[config.mk]
export PLATFORM = sky130hd
export DESIGN_NAME = tca_top
export DESIGN_NICKNAME = d
export VERILOG_FILES = /design/src/rtl/tca_pkg.sv /design/src/rtl/tca_hash_if.sv /design/src/rtl/tca_hash.sv /design/src/rtl/tca_top.sv
export SDC_FILE = /design/constraint.sdc
export NUM_CORES = 1
export LEC_CHECK = 0
export ABC_AREA = 1
export ABC_CLOCK_PERIOD_IN_PS = 4300
export BUFFER_PORTS_ARGS = -buffer_cell sky130_fd_sc_hd__buf_2
export CAP_MARGIN = 40
export CORE_ASPECT_RATIO = 1.4
export CORE_MARGIN = 4
export CORE_UTILIZATION = 60
export DETAILED_ROUTE_END_ITERATION = 16
export PLACE_DENSITY = 0.81
export SYNTH_ARGS = -nofsm -noshare
export SYNTH_HDL_FRONTEND = slang
export SYNTH_SLANG_ARGS = --single-unit
[constraint.sdc]
create_clock -name clock -period 4.3 [get_ports clock]
set_input_delay 0.86 -clock clock [delete_from_list [all_inputs] [get_ports clock]]
set_output_delay 0.86 -clock clock [all_outputs]
set_load 0.02 [all_outputs]
[src/rtl/tca_pkg.sv]
/*
  tca_pkg: shared constants and types for the transmit command and
  receive address filter block.
  assumes: a 250 MHz core clock and a 10 Mb/s serial line.
*/
package tca_pkg;

  // byte offsets on the 16-bit register port
  localparam logic [9:0] OFF_TXCFG = 10'h108;
  localparam logic [9:0] OFF_CMD   = 10'h144;
  localparam logic [9:0] OFF_LEN   = 10'h146;
  localparam logic [9:0] OFF_MHF   = 10'h150;
  localparam logic [9:0] OFF_STA   = 10'h158;
  localparam int         MHF_WORDS = 4;
  localparam int         STA_WORDS = 3;

  // command word fields
  localparam logic [5:0] CMD_ID      = 6'h09;
  localparam int         ID_W        = 6;
  localparam int         TH_LSB      = 6;
  localparam int         ABORT_BIT   = 8;
  localparam int         ONECOLL_BIT = 9;
  localparam int         FCSOFF_BIT  = 12;
  localparam int         PADOFF_BIT  = 13;

  // start thresholds in buffered bytes
  localparam logic [10:0] TH_SEL0 = 11'h005;
  localparam logic [10:0] TH_SEL1 = 11'h17d;
  localparam logic [10:0] TH_SEL2 = 11'h3fd;

  localparam logic [15:0] MIN_LEN  = 16'h0003;
  localparam logic [15:0] PAD_LEN  = 16'h003c;
  localparam logic [4:0]  MAX_COLL = 5'h10;

  // abort must end the frame within this many bit times
  localparam int KILL_BITS   = 64;
  localparam int BIT_NS      = 100;
  localparam int CLK_NS      = 4;
  localparam int KILL_CYC    = KILL_BITS * BIT_NS / CLK_NS;
  localparam logic [10:0] KILL_CNT = 11'(KILL_CYC);

  // ethernet crc
  localparam logic [31:0] CRC_POLY = 32'h04c11db7;
  localparam logic [31:0] CRC_INIT = 32'hffffffff;

  typedef enum logic [1:0] {
    TCA_IDLE,
    TCA_FILL,
    TCA_SEND
  } tca_state_t;

endpackage

[src/rtl/tca_hash_if.sv]
/*
  tca_hash_if: carries a received destination address to the hash
  decoder and its six-bit index back.
  assumes: both ends run on the same clock.
*/
`timescale 1ns/1ns
interface tca_hash_if;
  logic [47:0] da;
  logic        da_valid;
  logic [5:0]  idx;
  logic        idx_valid;
  logic        mcast;

  modport ctrl   (output da, output da_valid,
                  input idx, input idx_valid, input mcast);
  modport hasher (input da, input da_valid,
                  output idx, output idx_valid, output mcast);
endinterface

[src/rtl/tca_hash.sv]
/*
  tca_hash: crc based hash decoder for destination addresses.
  assumes: an address arrives with octet 0 in bits 7:0, first bit lsb.
*/
`timescale 1ns/1ns
module tca_hash (
  input  wire logic      clock,
  input  wire logic      rst,
  tca_hash_if.hasher     hif
);

  typedef struct packed {
    logic [5:0] idx;
    logic       idx_valid;
    logic       mcast;
  } tca_hash_st_t;

  tca_hash_st_t s_r;
  tca_hash_st_t s_nxt;

  // crc over the address in wire order; the top six bits give the index
  function automatic logic [5:0] crc_index(input logic [47:0] a);
    logic [31:0] c;
    c = tca_pkg::CRC_INIT;
    for (int i = 0; i < 48; i++) begin
      if (c[31] ^ a[i]) begin
        c = {c[30:0], 1'b0} ^ tca_pkg::CRC_POLY;
      end else begin
        c = {c[30:0], 1'b0};
      end
    end
    crc_index = c[31:26];
  endfunction

  always_comb begin
    s_nxt           = s_r;
    s_nxt.idx_valid = hif.da_valid;
    if (hif.da_valid) begin
      s_nxt.idx   = crc_index(hif.da);
      s_nxt.mcast = hif.da[0];
    end
    if (rst) begin
      s_nxt = '0;
    end
  end

  always_ff @(posedge clock) begin
    s_r <= s_nxt;
  end

  assign hif.idx       = s_r.idx;
  assign hif.idx_valid = s_r.idx_valid;
  assign hif.mcast     = s_r.mcast;

endmodule // tca_hash

[src/rtl/tca_top.sv]
/*
  tca_top: transmit command, transmit length and receive address filter
  registers, with the transmit start, abort and collision control.
  assumes: a 16-bit register port with byte lanes, one access per
  cycle; a transmit engine that reports buffered bytes, collisions and
  frame end; a receive path that presents each destination address once.
*/
`timescale 1ns/1ns
module tca_top (
  input  wire logic        clock,
  input  wire logic        rst,
  // register port
  input  wire logic [9:0]  reg_addr,
  input  wire logic [15:0] reg_wdata,
  input  wire logic [1:0]  reg_be,
  input  wire logic        reg_wr,
  input  wire logic        reg_rd,
  output logic      [15:0] reg_rdata,
  output logic             reg_rvalid,
  // transmit engine
  input  wire logic [10:0] tx_buf_count,
  input  wire logic        tx_frame_whole,
  input  wire logic        tx_collision,
  input  wire logic        tx_done,
  output logic             tx_start,
  output logic             tx_refuse,
  output logic             tx_flush,
  output logic             tx_kill,
  output logic             tx_abandon,
  output logic             tx_retry,
  output logic             tx_append_fcs,
  output logic             tx_pad_60,
  output logic [15:0]      tx_length,
  // station address load from configuration storage
  input  wire logic        cfg_addr_valid,
  input  wire logic [47:0] cfg_addr,
  // receive address filter
  input  wire logic [47:0] rx_da,
  input  wire logic        rx_da_valid,
  output logic             rx_hashed,
  output logic             rx_station_match,
  output logic [47:0]      station_address
);

  //////////////////////////////////////////////////////////////////////
  typedef struct packed {
    tca_pkg::tca_state_t state;
    logic [15:0] cmd;
    logic [15:0] len;
    logic        armed;
    logic [63:0] mhf;
    logic [47:0] sta;
    logic [47:0] da;
    logic [15:0] rdata;
    logic        rvalid;
    logic [4:0]  coll;
    logic [10:0] kill_cnt;
    logic        start;
    logic        refuse;
    logic        flush;
    logic        kill;
    logic        abandon;
    logic        retry;
    logic        fcs;
    logic        pad;
    logic        hashed;
    logic        smatch;
  } tca_st_t;

  tca_st_t s_r;
  tca_st_t s_nxt;

  tca_hash_if hif ();

  tca_hash u_hash (
    .clock (clock),
    .rst   (rst),
    .hif   (hif)
  );

  assign hif.da       = rx_da;
  assign hif.da_valid = rx_da_valid;

  //////////////////////////////////////////////////////////////////////
  // byte-lane merge, shared by every writable word
  function automatic logic [15:0] merge16(input logic [15:0] old,
                                          input logic [15:0] wd,
                                          input logic [1:0]  be);
    merge16 = {be[1] ? wd[15:8] : old[15:8], be[0] ? wd[7:0] : old[7:0]};
  endfunction

  function automatic logic [10:0] threshold(input logic [1:0] sel);
    unique case (sel)
      2'b00:   threshold = tca_pkg::TH_SEL0;
      2'b01:   threshold = tca_pkg::TH_SEL1;
      default: threshold = tca_pkg::TH_SEL2;
    endcase
  endfunction

  logic [8:0] wa;
  logic       hit_cmd;
  logic       hit_len;
  logic       hit_mhf;
  logic       hit_sta;
  logic [1:0] mhf_w;
  logic [1:0] sta_w;
  logic       go;

  assign wa      = reg_addr[9:1];
  assign hit_cmd = wa == tca_pkg::OFF_CMD[9:1];
  assign hit_len = wa == tca_pkg::OFF_LEN[9:1];
  assign hit_mhf = wa >= tca_pkg::OFF_MHF[9:1] &&
                   wa <  tca_pkg::OFF_MHF[9:1] + 9'(tca_pkg::MHF_WORDS);
  assign hit_sta = wa >= tca_pkg::OFF_STA[9:1] &&
                   wa <  tca_pkg::OFF_STA[9:1] + 9'(tca_pkg::STA_WORDS);
  assign mhf_w   = 2'(wa - tca_pkg::OFF_MHF[9:1]);
  assign sta_w   = 2'(wa - tca_pkg::OFF_STA[9:1]);

  // select 11 waits for the whole frame; the others start at their threshold or once the whole frame is in the buffer
  assign go = s_r.cmd[tca_pkg::TH_LSB +: 2] == 2'b11 ? tx_frame_whole :
              (tx_buf_count >= threshold(s_r.cmd[tca_pkg::TH_LSB +: 2]) ||
               tx_frame_whole);

  //////////////////////////////////////////////////////////////////////
  always_comb begin
    s_nxt         = s_r;
    s_nxt.start   = 1'b0;
    s_nxt.refuse  = 1'b0;
    s_nxt.flush   = 1'b0;
    s_nxt.abandon = 1'b0;
    s_nxt.retry   = 1'b0;
    s_nxt.hashed  = 1'b0;
    s_nxt.smatch  = 1'b0;
    s_nxt.rvalid  = reg_rd;

    // storage load first so that a software write in the same cycle wins
    if (cfg_addr_valid) begin
      s_nxt.sta = cfg_addr;
    end

    if (reg_wr) begin
      if (hit_cmd) begin
        s_nxt.cmd   = merge16(s_r.cmd, reg_wdata, reg_be);
        s_nxt.armed = 1'b1;
        if (reg_be[1] && reg_wdata[tca_pkg::ABORT_BIT]) begin
          s_nxt.flush = 1'b1;
          if (s_r.state == tca_pkg::TCA_SEND && !s_r.kill) begin
            s_nxt.kill     = 1'b1;
            s_nxt.kill_cnt = tca_pkg::KILL_CNT;
          end
          if (s_r.state == tca_pkg::TCA_FILL) begin
            s_nxt.state = tca_pkg::TCA_IDLE;
          end
        end
      end
      if (hit_len) begin
        s_nxt.len = merge16(s_r.len, reg_wdata, reg_be);
        // the high byte completes the request
        if (reg_be[1] && s_r.armed) begin
          s_nxt.armed = 1'b0;
          if (s_nxt.len < tca_pkg::MIN_LEN) begin
            s_nxt.refuse = 1'b1;
          end else if (s_r.state == tca_pkg::TCA_IDLE) begin
            s_nxt.state = tca_pkg::TCA_FILL;
          end
        end
      end
      if (hit_mhf) begin
        s_nxt.mhf[16*mhf_w +: 16] =
          merge16(s_r.mhf[16*mhf_w +: 16], reg_wdata, reg_be);
      end
      if (hit_sta) begin
        s_nxt.sta[16*sta_w +: 16] =
          merge16(s_r.sta[16*sta_w +: 16], reg_wdata, reg_be);
      end
    end

    // write-only locations and unmapped words read as zero
    if (reg_rd) begin
      s_nxt.rdata = 16'h0000;
      if (wa == tca_pkg::OFF_TXCFG[9:1]) begin
        s_nxt.rdata = {s_r.cmd[15:tca_pkg::ID_W], tca_pkg::CMD_ID};
      end else if (hit_mhf) begin
        s_nxt.rdata = s_r.mhf[16*mhf_w +: 16];
      end else if (hit_sta) begin
        s_nxt.rdata = s_r.sta[16*sta_w +: 16];
      end
    end

    unique case (s_r.state)
      tca_pkg::TCA_IDLE: begin
        s_nxt.coll = 5'h00;
      end
      tca_pkg::TCA_FILL: begin
        if (go && s_nxt.state == tca_pkg::TCA_FILL) begin
          s_nxt.state = tca_pkg::TCA_SEND;
          s_nxt.start = 1'b1;
          s_nxt.fcs   = !s_r.cmd[tca_pkg::FCSOFF_BIT];
          s_nxt.pad   = !s_r.cmd[tca_pkg::PADOFF_BIT] &&
                        s_r.len < tca_pkg::PAD_LEN;
        end
      end
      tca_pkg::TCA_SEND: begin
        if (s_r.kill) begin
          // the engine is told to stop; the deadline forces the end
          s_nxt.kill_cnt = s_r.kill_cnt - 11'h001;
          if (tx_done || s_r.kill_cnt == 11'h001) begin
            s_nxt.kill  = 1'b0;
            s_nxt.state = tca_pkg::TCA_IDLE;
          end
        end else if (tx_done) begin
          s_nxt.state = tca_pkg::TCA_IDLE;
        end else if (tx_collision) begin
          s_nxt.coll = s_r.coll + 5'h01;
          if (s_r.cmd[tca_pkg::ONECOLL_BIT] ||
              s_nxt.coll == tca_pkg::MAX_COLL) begin
            s_nxt.abandon = 1'b1;
            s_nxt.state   = tca_pkg::TCA_IDLE;
          end else begin
            s_nxt.retry = 1'b1;
          end
        end
      end
    endcase

    // receive filter: hash only multicast, compare every address to station
    if (hif.idx_valid) begin
      s_nxt.hashed = hif.mcast && s_r.mhf[hif.idx];
      s_nxt.smatch = s_r.da == s_r.sta;
    end
    if (rx_da_valid) begin
      s_nxt.da = rx_da;
    end

    // command and length are cleared too: harmless, keeps outputs known
    if (rst) begin
      s_nxt       = '0;
      s_nxt.state = tca_pkg::TCA_IDLE;
    end
  end

  always_ff @(posedge clock) begin
    s_r <= s_nxt;
  end

  //////////////////////////////////////////////////////////////////////
  assign reg_rdata        = s_r.rdata;
  assign reg_rvalid       = s_r.rvalid;
  assign tx_start         = s_r.start;
  assign tx_refuse        = s_r.refuse;
  assign tx_flush         = s_r.flush;
  assign tx_kill          = s_r.kill;
  assign tx_abandon       = s_r.abandon;
  assign tx_retry         = s_r.retry;
  assign tx_append_fcs    = s_r.fcs;
  assign tx_pad_60        = s_r.pad;
  assign tx_length        = s_r.len;
  assign rx_hashed        = s_r.hashed;
  assign rx_station_match = s_r.smatch;
  assign station_address  = s_r.sta;

  //////////////////////////////////////////////////////////////////////
  a_id_readback:
    assert property (@(posedge clock) disable iff (rst)
      reg_rd && reg_addr == tca_pkg::OFF_TXCFG
      |=> reg_rvalid && reg_rdata[5:0] == 6'b001001)
    else $error("command readback id bits wrong");

  a_cmd_readback:
    assert property (@(posedge clock) disable iff (rst)
      reg_wr && reg_addr == tca_pkg::OFF_CMD && reg_be == 2'b11
      ##1 !reg_wr
      ##1 reg_rd && reg_addr == tca_pkg::OFF_TXCFG && !reg_wr
      |=> reg_rdata[15:6] == $past(reg_wdata[15:6], 3))
    else $error("command word not read back");

  a_short_refused:
    assert property (@(posedge clock) disable iff (rst)
      reg_wr && reg_addr == tca_pkg::OFF_LEN && reg_be == 2'b11 &&
      s_r.armed && reg_wdata < 16'h0003
      |=> tx_refuse && !tx_start)
    else $error("short frame not refused");

  a_thresh_start:
    assert property (@(posedge clock) disable iff (rst)
      s_r.state == tca_pkg::TCA_FILL && !reg_wr &&
      s_r.cmd[7:6] == 2'b00 && tx_buf_count >= 11'h005
      |=> tx_start ##1 !tx_start)
    else $error("transmit did not start at five bytes");

  a_whole_only:
    assert property (@(posedge clock) disable iff (rst)
      s_r.state == tca_pkg::TCA_FILL && s_r.cmd[7:6] == 2'b11 &&
      !tx_frame_whole |=> !tx_start)
    else $error("started before whole frame buffered");

  a_force_flush:
    assert property (@(posedge clock) disable iff (rst)
      reg_wr && reg_addr == tca_pkg::OFF_CMD && reg_be[1] && reg_wdata[8]
      |=> tx_flush)
    else $error("abort command did not flush");

  a_kill_deadline:
    assert property (@(posedge clock) disable iff (rst)
      tx_kill && s_r.kill_cnt == 11'h001 |=> !tx_kill)
    else $error("aborted frame outlived its deadline");

  a_one_coll:
    assert property (@(posedge clock) disable iff (rst)
      s_r.state == tca_pkg::TCA_SEND && !tx_kill && !tx_done &&
      tx_collision && s_r.cmd[9]
      |=> tx_abandon && !tx_retry)
    else $error("single collision mode did not abandon");

  a_sixteen_coll:
    assert property (@(posedge clock) disable iff (rst)
      s_r.state == tca_pkg::TCA_SEND && !tx_kill && !tx_done &&
      tx_collision && !s_r.cmd[9]
      |=> (tx_abandon == ($past(s_r.coll) == 5'h0f)) &&
          (tx_retry == ($past(s_r.coll) != 5'h0f)))
    else $error("collision limit not sixteen");

  a_fcs_pad:
    assert property (@(posedge clock) disable iff (rst)
      tx_start |-> tx_append_fcs == !s_r.cmd[12] &&
                   tx_pad_60 == (!s_r.cmd[13] && s_r.len < 16'h003c))
    else $error("crc or pad setting wrong at start");

  a_hash_flag:
    assert property (@(posedge clock) disable iff (rst)
      hif.idx_valid |=> rx_hashed == $past(hif.mcast && s_r.mhf[hif.idx]))
    else $error("hash flag disagrees with filter bit");

  a_filter_reset:
    assert property (@(posedge clock)
      $past(rst) |-> s_r.mhf == 64'h0 && !tx_start)
    else $error("hash filter not cleared by reset");

endmodule // tca_top

### After elaboration in Yosys (flattened, before gate mapping)

Cells that the tools add are included.

| word-level totals | value |
|---|---|
| register bits after elaboration | 246 |
| word-level logic and storage cells | 346 |

| operators by class | value |
|---|---|
| add/subtract/negate cells | 6 |
| order comparisons | 8 |
| eq/ne operators | 14 |
| shift-type cells | 6 |
| multiplexer cells | 157 |
| bitwise operators | 102 |
| reductions and logical operators | 28 |

Operators with widths:

| cell | number |
|---|---|
| 2-to-1 mux 32 bit | 47 |
| 2-to-1 mux 27 bit | 48 |
| inverter 14 bit | 47 |
| 2-to-1 mux 147 bit | 1 |
| 2-to-1 mux 48 bit | 2 |
| negator 6 -> 34 bit | 2 |
| 2-to-1 mux 11 bit | 6 |
| bitwise mux 64 bit | 1 |
| 2-to-1 mux 64 bit | 1 |
| 2-to-1 mux 8 bit | 8 |
| variable shift 16 x 34 -> 64 bit (first input constant) | 1 |
| indexed part select 16 x 34 -> 64 bit | 1 |
| indexed part select 64 x 7 -> 16 bit | 1 |
| bitwise mux 48 bit | 1 |
| == test 48 bit | 1 |
| 2-to-1 mux 16 bit | 3 |
| variable shift 16 x 34 -> 48 bit (first input constant) | 1 |
| indexed part select 16 x 34 -> 48 bit | 1 |
| indexed part select 48 x 7 -> 16 bit | 1 |
| bitwise XOR 1 bit | 47 |
| 2-to-1 mux 2 bit | 16 |
| == test 9 x 8 -> 1 bit (second input constant) | 3 |
| one-hot mux 10 bit (2 select lines) | 1 |
| greater-or-equal comparator 9 x 8 -> 1 bit (second input constant) | 2 |
| other kinds (34) | 78 |

### Longest topological paths before layout

| depth | value |
|---|---|
| depth in word-level cells | 142 |
| gate-level depth with buffers | 37 |
| mapped depth without buffers | 36 |

### Cells and area by module

A second synthesis with hierarchy kept.

| second synthesis, totals | value |
|---|---|
| cell total of the unflattened synthesis | 3037 |
| area total of the unflattened synthesis | 18806.8 sq um |

By module, submodules not included:

| module | instances | cells each | area each (sq um) | seq. area each (sq um) |
|---|---|---|---|---|
| tca_top | 1 | 1915 | 13125.1 | 4644.5 |
| tca_hash | 1 | 1122 | 5681.7 | 160.2 |

### Worst setup path after synthesis

OpenSTA, ideal clock, no wires.

| timing path | value |
|---|---|
| path kind | input port to flip-flop |
| start | in rx_da[6] |
| end | reg u_hash.s_r (netlist bit u_hash.hif.idx[4]) |
| arrival | 3.422 ns |
| required time | 4.191 ns |
| slack | 0.769 ns |
| stages | 31 |
| cell sequence | buf_4 > inv_4 > nand2_4 > nand2_4 > nand2_1 > nand2_1 > nand2_2 > nand3_2 > nand2_4 > nand2_2 > nand2_1 > nand2_2 > nand3b_1 > nand2_2 > nand2_4 > nand2_8 > inv_4 > nand2_1 > nand2_1 > xor2_1 > or2_1 > nand2_1 > inv_1 > nand2_1 > nand2_1 > nand2_1 > nand2_1 > nand2_1 > nand3_1 > nand2_1 > inv_1 |

| on the way | value |
|---|---|
| word-level cells in the longest chain between the ends | 88 |
| elaborated cells on any way between the ends | 128 |

RTL lines:

| what | RTL line | source |
|---|---|---|
| start: declaration | tca_top.sv:38 | `input wire logic [47:0] rx_da,` |
| bitwise XOR 1 bit * | tca_hash.sv:26 | `if (c[31] ^ a[i]) begin` |
| 2-to-1 mux 27 bit * | tca_hash.sv:26 |  |
| 2-to-1 mux 32 bit * | tca_hash.sv:38 | `if (hif.da_valid) begin` |
| 2-to-1 mux 27 bit | tca_hash.sv:26 |  |
| 2-to-1 mux 32 bit * | tca_hash.sv:38 |  |
| 2-to-1 mux 27 bit or inverter 14 bit (tied branches) | n/a |  |
| 2-to-1 mux 32 bit * | tca_hash.sv:38 |  |
| 2-to-1 mux 27 bit or 2-to-1 mux 32 bit (tied branches) | tca_hash.sv:26, tca_hash.sv:38 |  |
| [... 69 more ...] | n/a |  |
| 2-to-1 mux 32 bit * | tca_hash.sv:38 |  |
| 2-to-1 mux 27 bit | tca_hash.sv:26 |  |
| 2-to-1 mux 32 bit * | tca_hash.sv:38 |  |
| 2-to-1 mux 27 bit | tca_hash.sv:26 |  |
| 2-to-1 mux 32 bit * | tca_hash.sv:38 |  |
| inverter 14 bit (no line) | n/a |  |
| 2-to-1 mux 27 bit * | tca_hash.sv:26 |  |
| 2-to-1 mux 32 bit * (4 in a row) | tca_hash.sv:38 |  |
| end signal: assignment | tca_hash.sv:48 | `s_r <= s_nxt;` |
| end: declaration | tca_hash.sv:18 | `tca_hash_st_t s_r;` |

Mark *: on every way between the ends. The rest lies on a longest branch, timed or not. The select of a mux whose other input is x is not followed.
A chain may end at the register's enable or synchronous reset.

### Worst setup path in the final report

| timing path | value |
|---|---|
| start | in rx_da[3] |
| end | reg u_hash.s_r (netlist bit u_hash.hif.idx[0]) |

| on the way | value |
|---|---|
| word-level cells in the longest chain between the ends | 102 |
| elaborated cells on any way between the ends | 152 |

RTL lines:

| what | RTL line |
|---|---|
| bitwise XOR 1 bit * | tca_hash.sv:26 |
| 2-to-1 mux 27 bit * | tca_hash.sv:26 |
| 2-to-1 mux 32 bit * | tca_hash.sv:38 |
| inverter 14 bit (no line) | n/a |
| 2-to-1 mux 27 bit | tca_hash.sv:26 |
| 2-to-1 mux 32 bit * | tca_hash.sv:38 |
| inverter 14 bit (no line) or 2-to-1 mux 27 bit (tied branches) | n/a |
| 2-to-1 mux 27 bit or 2-to-1 mux 32 bit (tied branches) | tca_hash.sv:26, tca_hash.sv:38 |
| [... 86 more ...] | n/a |
| 2-to-1 mux 27 bit | tca_hash.sv:26 |
| 2-to-1 mux 32 bit * | tca_hash.sv:38 |
| 2-to-1 mux 27 bit | tca_hash.sv:26 |
| 2-to-1 mux 32 bit * | tca_hash.sv:38 |
| 2-to-1 mux 27 bit | tca_hash.sv:26 |
| 2-to-1 mux 32 bit * | tca_hash.sv:38 |
| inverter 14 bit (no line) | n/a |
| 2-to-1 mux 27 bit * | tca_hash.sv:26 |

Marked as above.

==> summary.md <==
| Metric | Value |
|---|---|
| FF-to-FF End | station_address[20] |
| Total congestion overflow | 0 |
| Port-buffer cells | 233 |
| Iter 0 DRT Violations | 2954 |
| Outcome | finished, final reports clean |
| Clock-pin transition on the worst setup and hold timing paths | 60 ps |
| Post-CTS Hold Buffers | 0 |
| Total core area | 0.0308 mm^2 |
| Crit end category | flip-flop |
| Crit. Startpoint | rx_da[3] |
| RSZ-0062 raised after global routing | false |
| Post-layout min period | 3740 ps |
| Avg WL per Cell | 20.7 um |
| CTS sink cnt | 239 |
| Cts repair resizes | 0 |
| Antenna-violating nets left | 0 |
| Yosys top cell by area | dfxtp_1 |
| R2R setup slack | 1840 ps |
| TNS Setup | 0 ps |
| Fin util | 66.8% |
| Post-synthesis async set-or-reset flop share | 0% |
| Pre-antenna DRT Iters | 7 |
| Die H | 217 um |
| Largest net degree at the start of global routing | 72 |
| Leak Pwr | 0.0103 uW |
| Syn avg cell area | 6.10 um^2 |
| Row count | 76 |
| Relative slew margins | 40.4% |
| Worst Setup Path Type | input pin to flip-flop |
| Pwr dens | 529 mW/mm^2 |
| Final Hold Fails | 0 |
| Final setup vio count | 0 |
| Clock Tree Root | clkbuf_16 |
| Diodes inserted | 0 |
| H-tree depth | 1 |
| Max-Cap Viols | 0 |
| Top cells by area in the synthesized netlist | dfxtp_1 25%, nand2_1 17%, o21ai_0 7.1% |
| First-pass GRT wire length | 112 mm |
| Starting density of the core | 61.0% |
| Main synth FF type | dfxtp_1 |
| Synth unique cells | 56 |
| Vias in the first global route | 20400 |
| Post-DP HPWL | 57.9 mm |
| Worst setup endpoint | u_hash.hif.idx[0] |
| Detailed-route via count | 22000 |
| Worst Skew | 17.9 ps |
| Die Footprint | 0.0342 mm^2 |
| Register area share after synthesis | 25.5% |
| RePlAce Congestion | 1.02 |
| Reg2reg start | station_address[4] |
| Type of origin of the critical path | input pin |
| Period utilization | 87.1% |
| Synth top area share | 25.5% |
| Final instance area | 0.0206 mm^2 |
| Crit path max-delay cell type | xnor2_1 |
| I/O pins | 235 |
| Final nets | 3363 |
| Placed instance area | 0.0198 mm^2 |
| Most frequent CP cell | nand2_1 |
| R2R cell count | 8 |
| Required @ worst endpoint | 4740 ps |
| Final worst slack | 557 ps |
| Max Slew Vio Count | 0 |
| Initial antenna violation count | 6 |
| Layout area overhead | 9.62% |
| Clk_lat worst skew | 550 ps |
| CTS Buf Count | 23 |
| DRC | 0 |
| Gr usage total | 42.0% |
| HP Class | flip-flop to flip-flop |
| CTS tree | yes |
| # Post-CTS Setup Buffers | 0 |
| Layout cells sized above 1 | 15.9% |
| Final WL | 74.5 mm |
| Arrival @ worst endpoint | 4180 ps |
| Slowest stage delay, CP | 280 ps |
| Clock buffer depth | 3 |
| Post-Place Worst Slack | 70.4 ps |
| Post-synth EDFFs | 0 |
| Area of the mapped netlist | 0.0188 mm^2 |
| Filler cells | 2866 |
| CP Max Fanout | 10 |
| VDD IR-drop max | 0.389 mV |
| Warnings from Yosys | 0 |
| Slew at the pin closest to its max-slew limit | 894 ps |
| Flops & latches, synth | 239 |
| Horizontal die dimension | 158 um |
| F_max | 0.267 GHz |
| Syn Inst Count | 3081 |
| Post-Syn Nets | 3244 |
| Drt via density | 6.11 |
[cell usage after synthesis (2+ instances only)]
library cell  number
buf_6              3
nor2_1           210
o211ai_1          20
clkbuf_1         109
o21ai_0          267
or2_1              3
a22o_1             6
xor2_1            58
a21o_1             3
nand2_4           28
o221ai_1          27
o22ai_1           15
inv_4              5
nand2_1          872
and3_1             2
nand4_1           10
nand3b_1           3
xor2_2             3
a22oi_1           13
o211a_1           10
nand2_8            2
inv_6              2
nand2_2           87
clkinv_1           6
inv_2             21
inv_1            308
buf_4             83
or2_2              8
nor3_1            36
a21oi_1          220
buf_2              4
nor4_1             9
ha_1              19
o21a_1             3
a211oi_1          18
dfxtp_1          239
nand3_1          240
a31oi_1           19
buf_1              5
xnor2_1           26
a221oi_1           6
nand3_2           14
o31ai_1           11
a311oi_1          16
[critical path, delay by kind of cell]
| kind | cells | cell delay, ps |
|---|---|---|
| xor gates and xnor gates | 1 | 280 |
| buffers and inverters | 4 | 410 |
| and+or+nand+nor | 27 | 2610 |
[layout make-up]
cell class                      instances  area, um^2  share of cell area, %
Multi-Input combinational cell       2296       11600                   56.3
Sequential cell                       239        4780                   23.2
Timing Repair Buffer                  298        1680                   8.14
Inverter                              342        1310                   6.34
Clock buffer                           35         671                   3.26
Tap cell                              390         488                   2.37
Clock inverter                          7        67.6                  0.328
[logic make-up after synthesis]
kind of cell / synth area share [%]
flip-flops: 25.5
XOR/XNOR: 4.26
buffers and inverters: 12.8
AND/OR/NAND/NOR: 36.0
AO/OA/AOI/OAI: 20.1
adder cells (fa/ha/maj): 1.27
[metal layers]
metal	wire length, um	up-vias	share of wire, %	global-route usage [%]
li1	-	10300	-	-
met1	25000	9857	34	45.3
met2	34100	1437	46	69.8
met3	7290	458	9.8	9.09
met4	8030	12	11	33.9
met5	85	-	0.11	0
[layout by cell type (no fill, tap or decap), types with 4 or more instances in the layout]
cell type	instances
nand2_2	87
a311oi_1	16
nand2_4	28
nor2_1	209
a211oi_1	18
inv_2	22
nand4_1	10
ha_1	19
clkinv_1	6
buf_4	62
o211ai_1	20
a22oi_1	13
inv_6	4
buf_2	233
dfxtp_1	239
nand3_1	240
clkbuf_8	5
clkbuf_1	7
xor2_1	58
a31oi_1	19
o22ai_1	15
clkbuf_16	23
xnor2_1	26
o31ai_1	11
nand2_1	872
o21ai_0	267
a221oi_1	6
inv_4	5
o211a_1	10
clkinv_2	4
or2_2	8
nor3_1	36
inv_1	307
nand3_2	14
o221ai_1	27
nor4_1	8
a21oi_1	220
a22o_1	6
[worst min-delay path by stage]
stage / from / end / slack, ps / depth (start not counted)
6_report: s_r[232] / tx_append_fcs / 460 / 1
3_5_place_dp: s_r[232] / tx_append_fcs / 450 / 1
5_1_grt: s_r[232] / tx_append_fcs / 480 / 1
3_3_place_gp: s_r[232] / tx_append_fcs / 420 / 1
4_1_cts: s_r[232] / tx_append_fcs / 460 / 1
2_1_floorplan: s_r[232] / tx_append_fcs / 410 / 1
[power by group]
| part | internal (uW) | total (uW) | switching, uW |
|---|---|---|---|
| logic | 2170 | 6410 | 4230 |
| registers | 2310 | 2420 | 112 |
| clock network | 1140 | 2050 | 913 |
| total | 5620 | 10900 | 5260 |
[stage by stage]
stage / std cells / hold WS (ps) / power [uW]
after floorplan: 3081 / 406 / 7150
after global placement: 3563 / 422 / 8560
after detailed placement: 3563 / 448 / 8740
after CTS: 3605 / 457 / 10800
after global routing: 3607 / 482 / 11700
final: 3607 / 457 / 10900
Power figures use the tool's default switching activity.
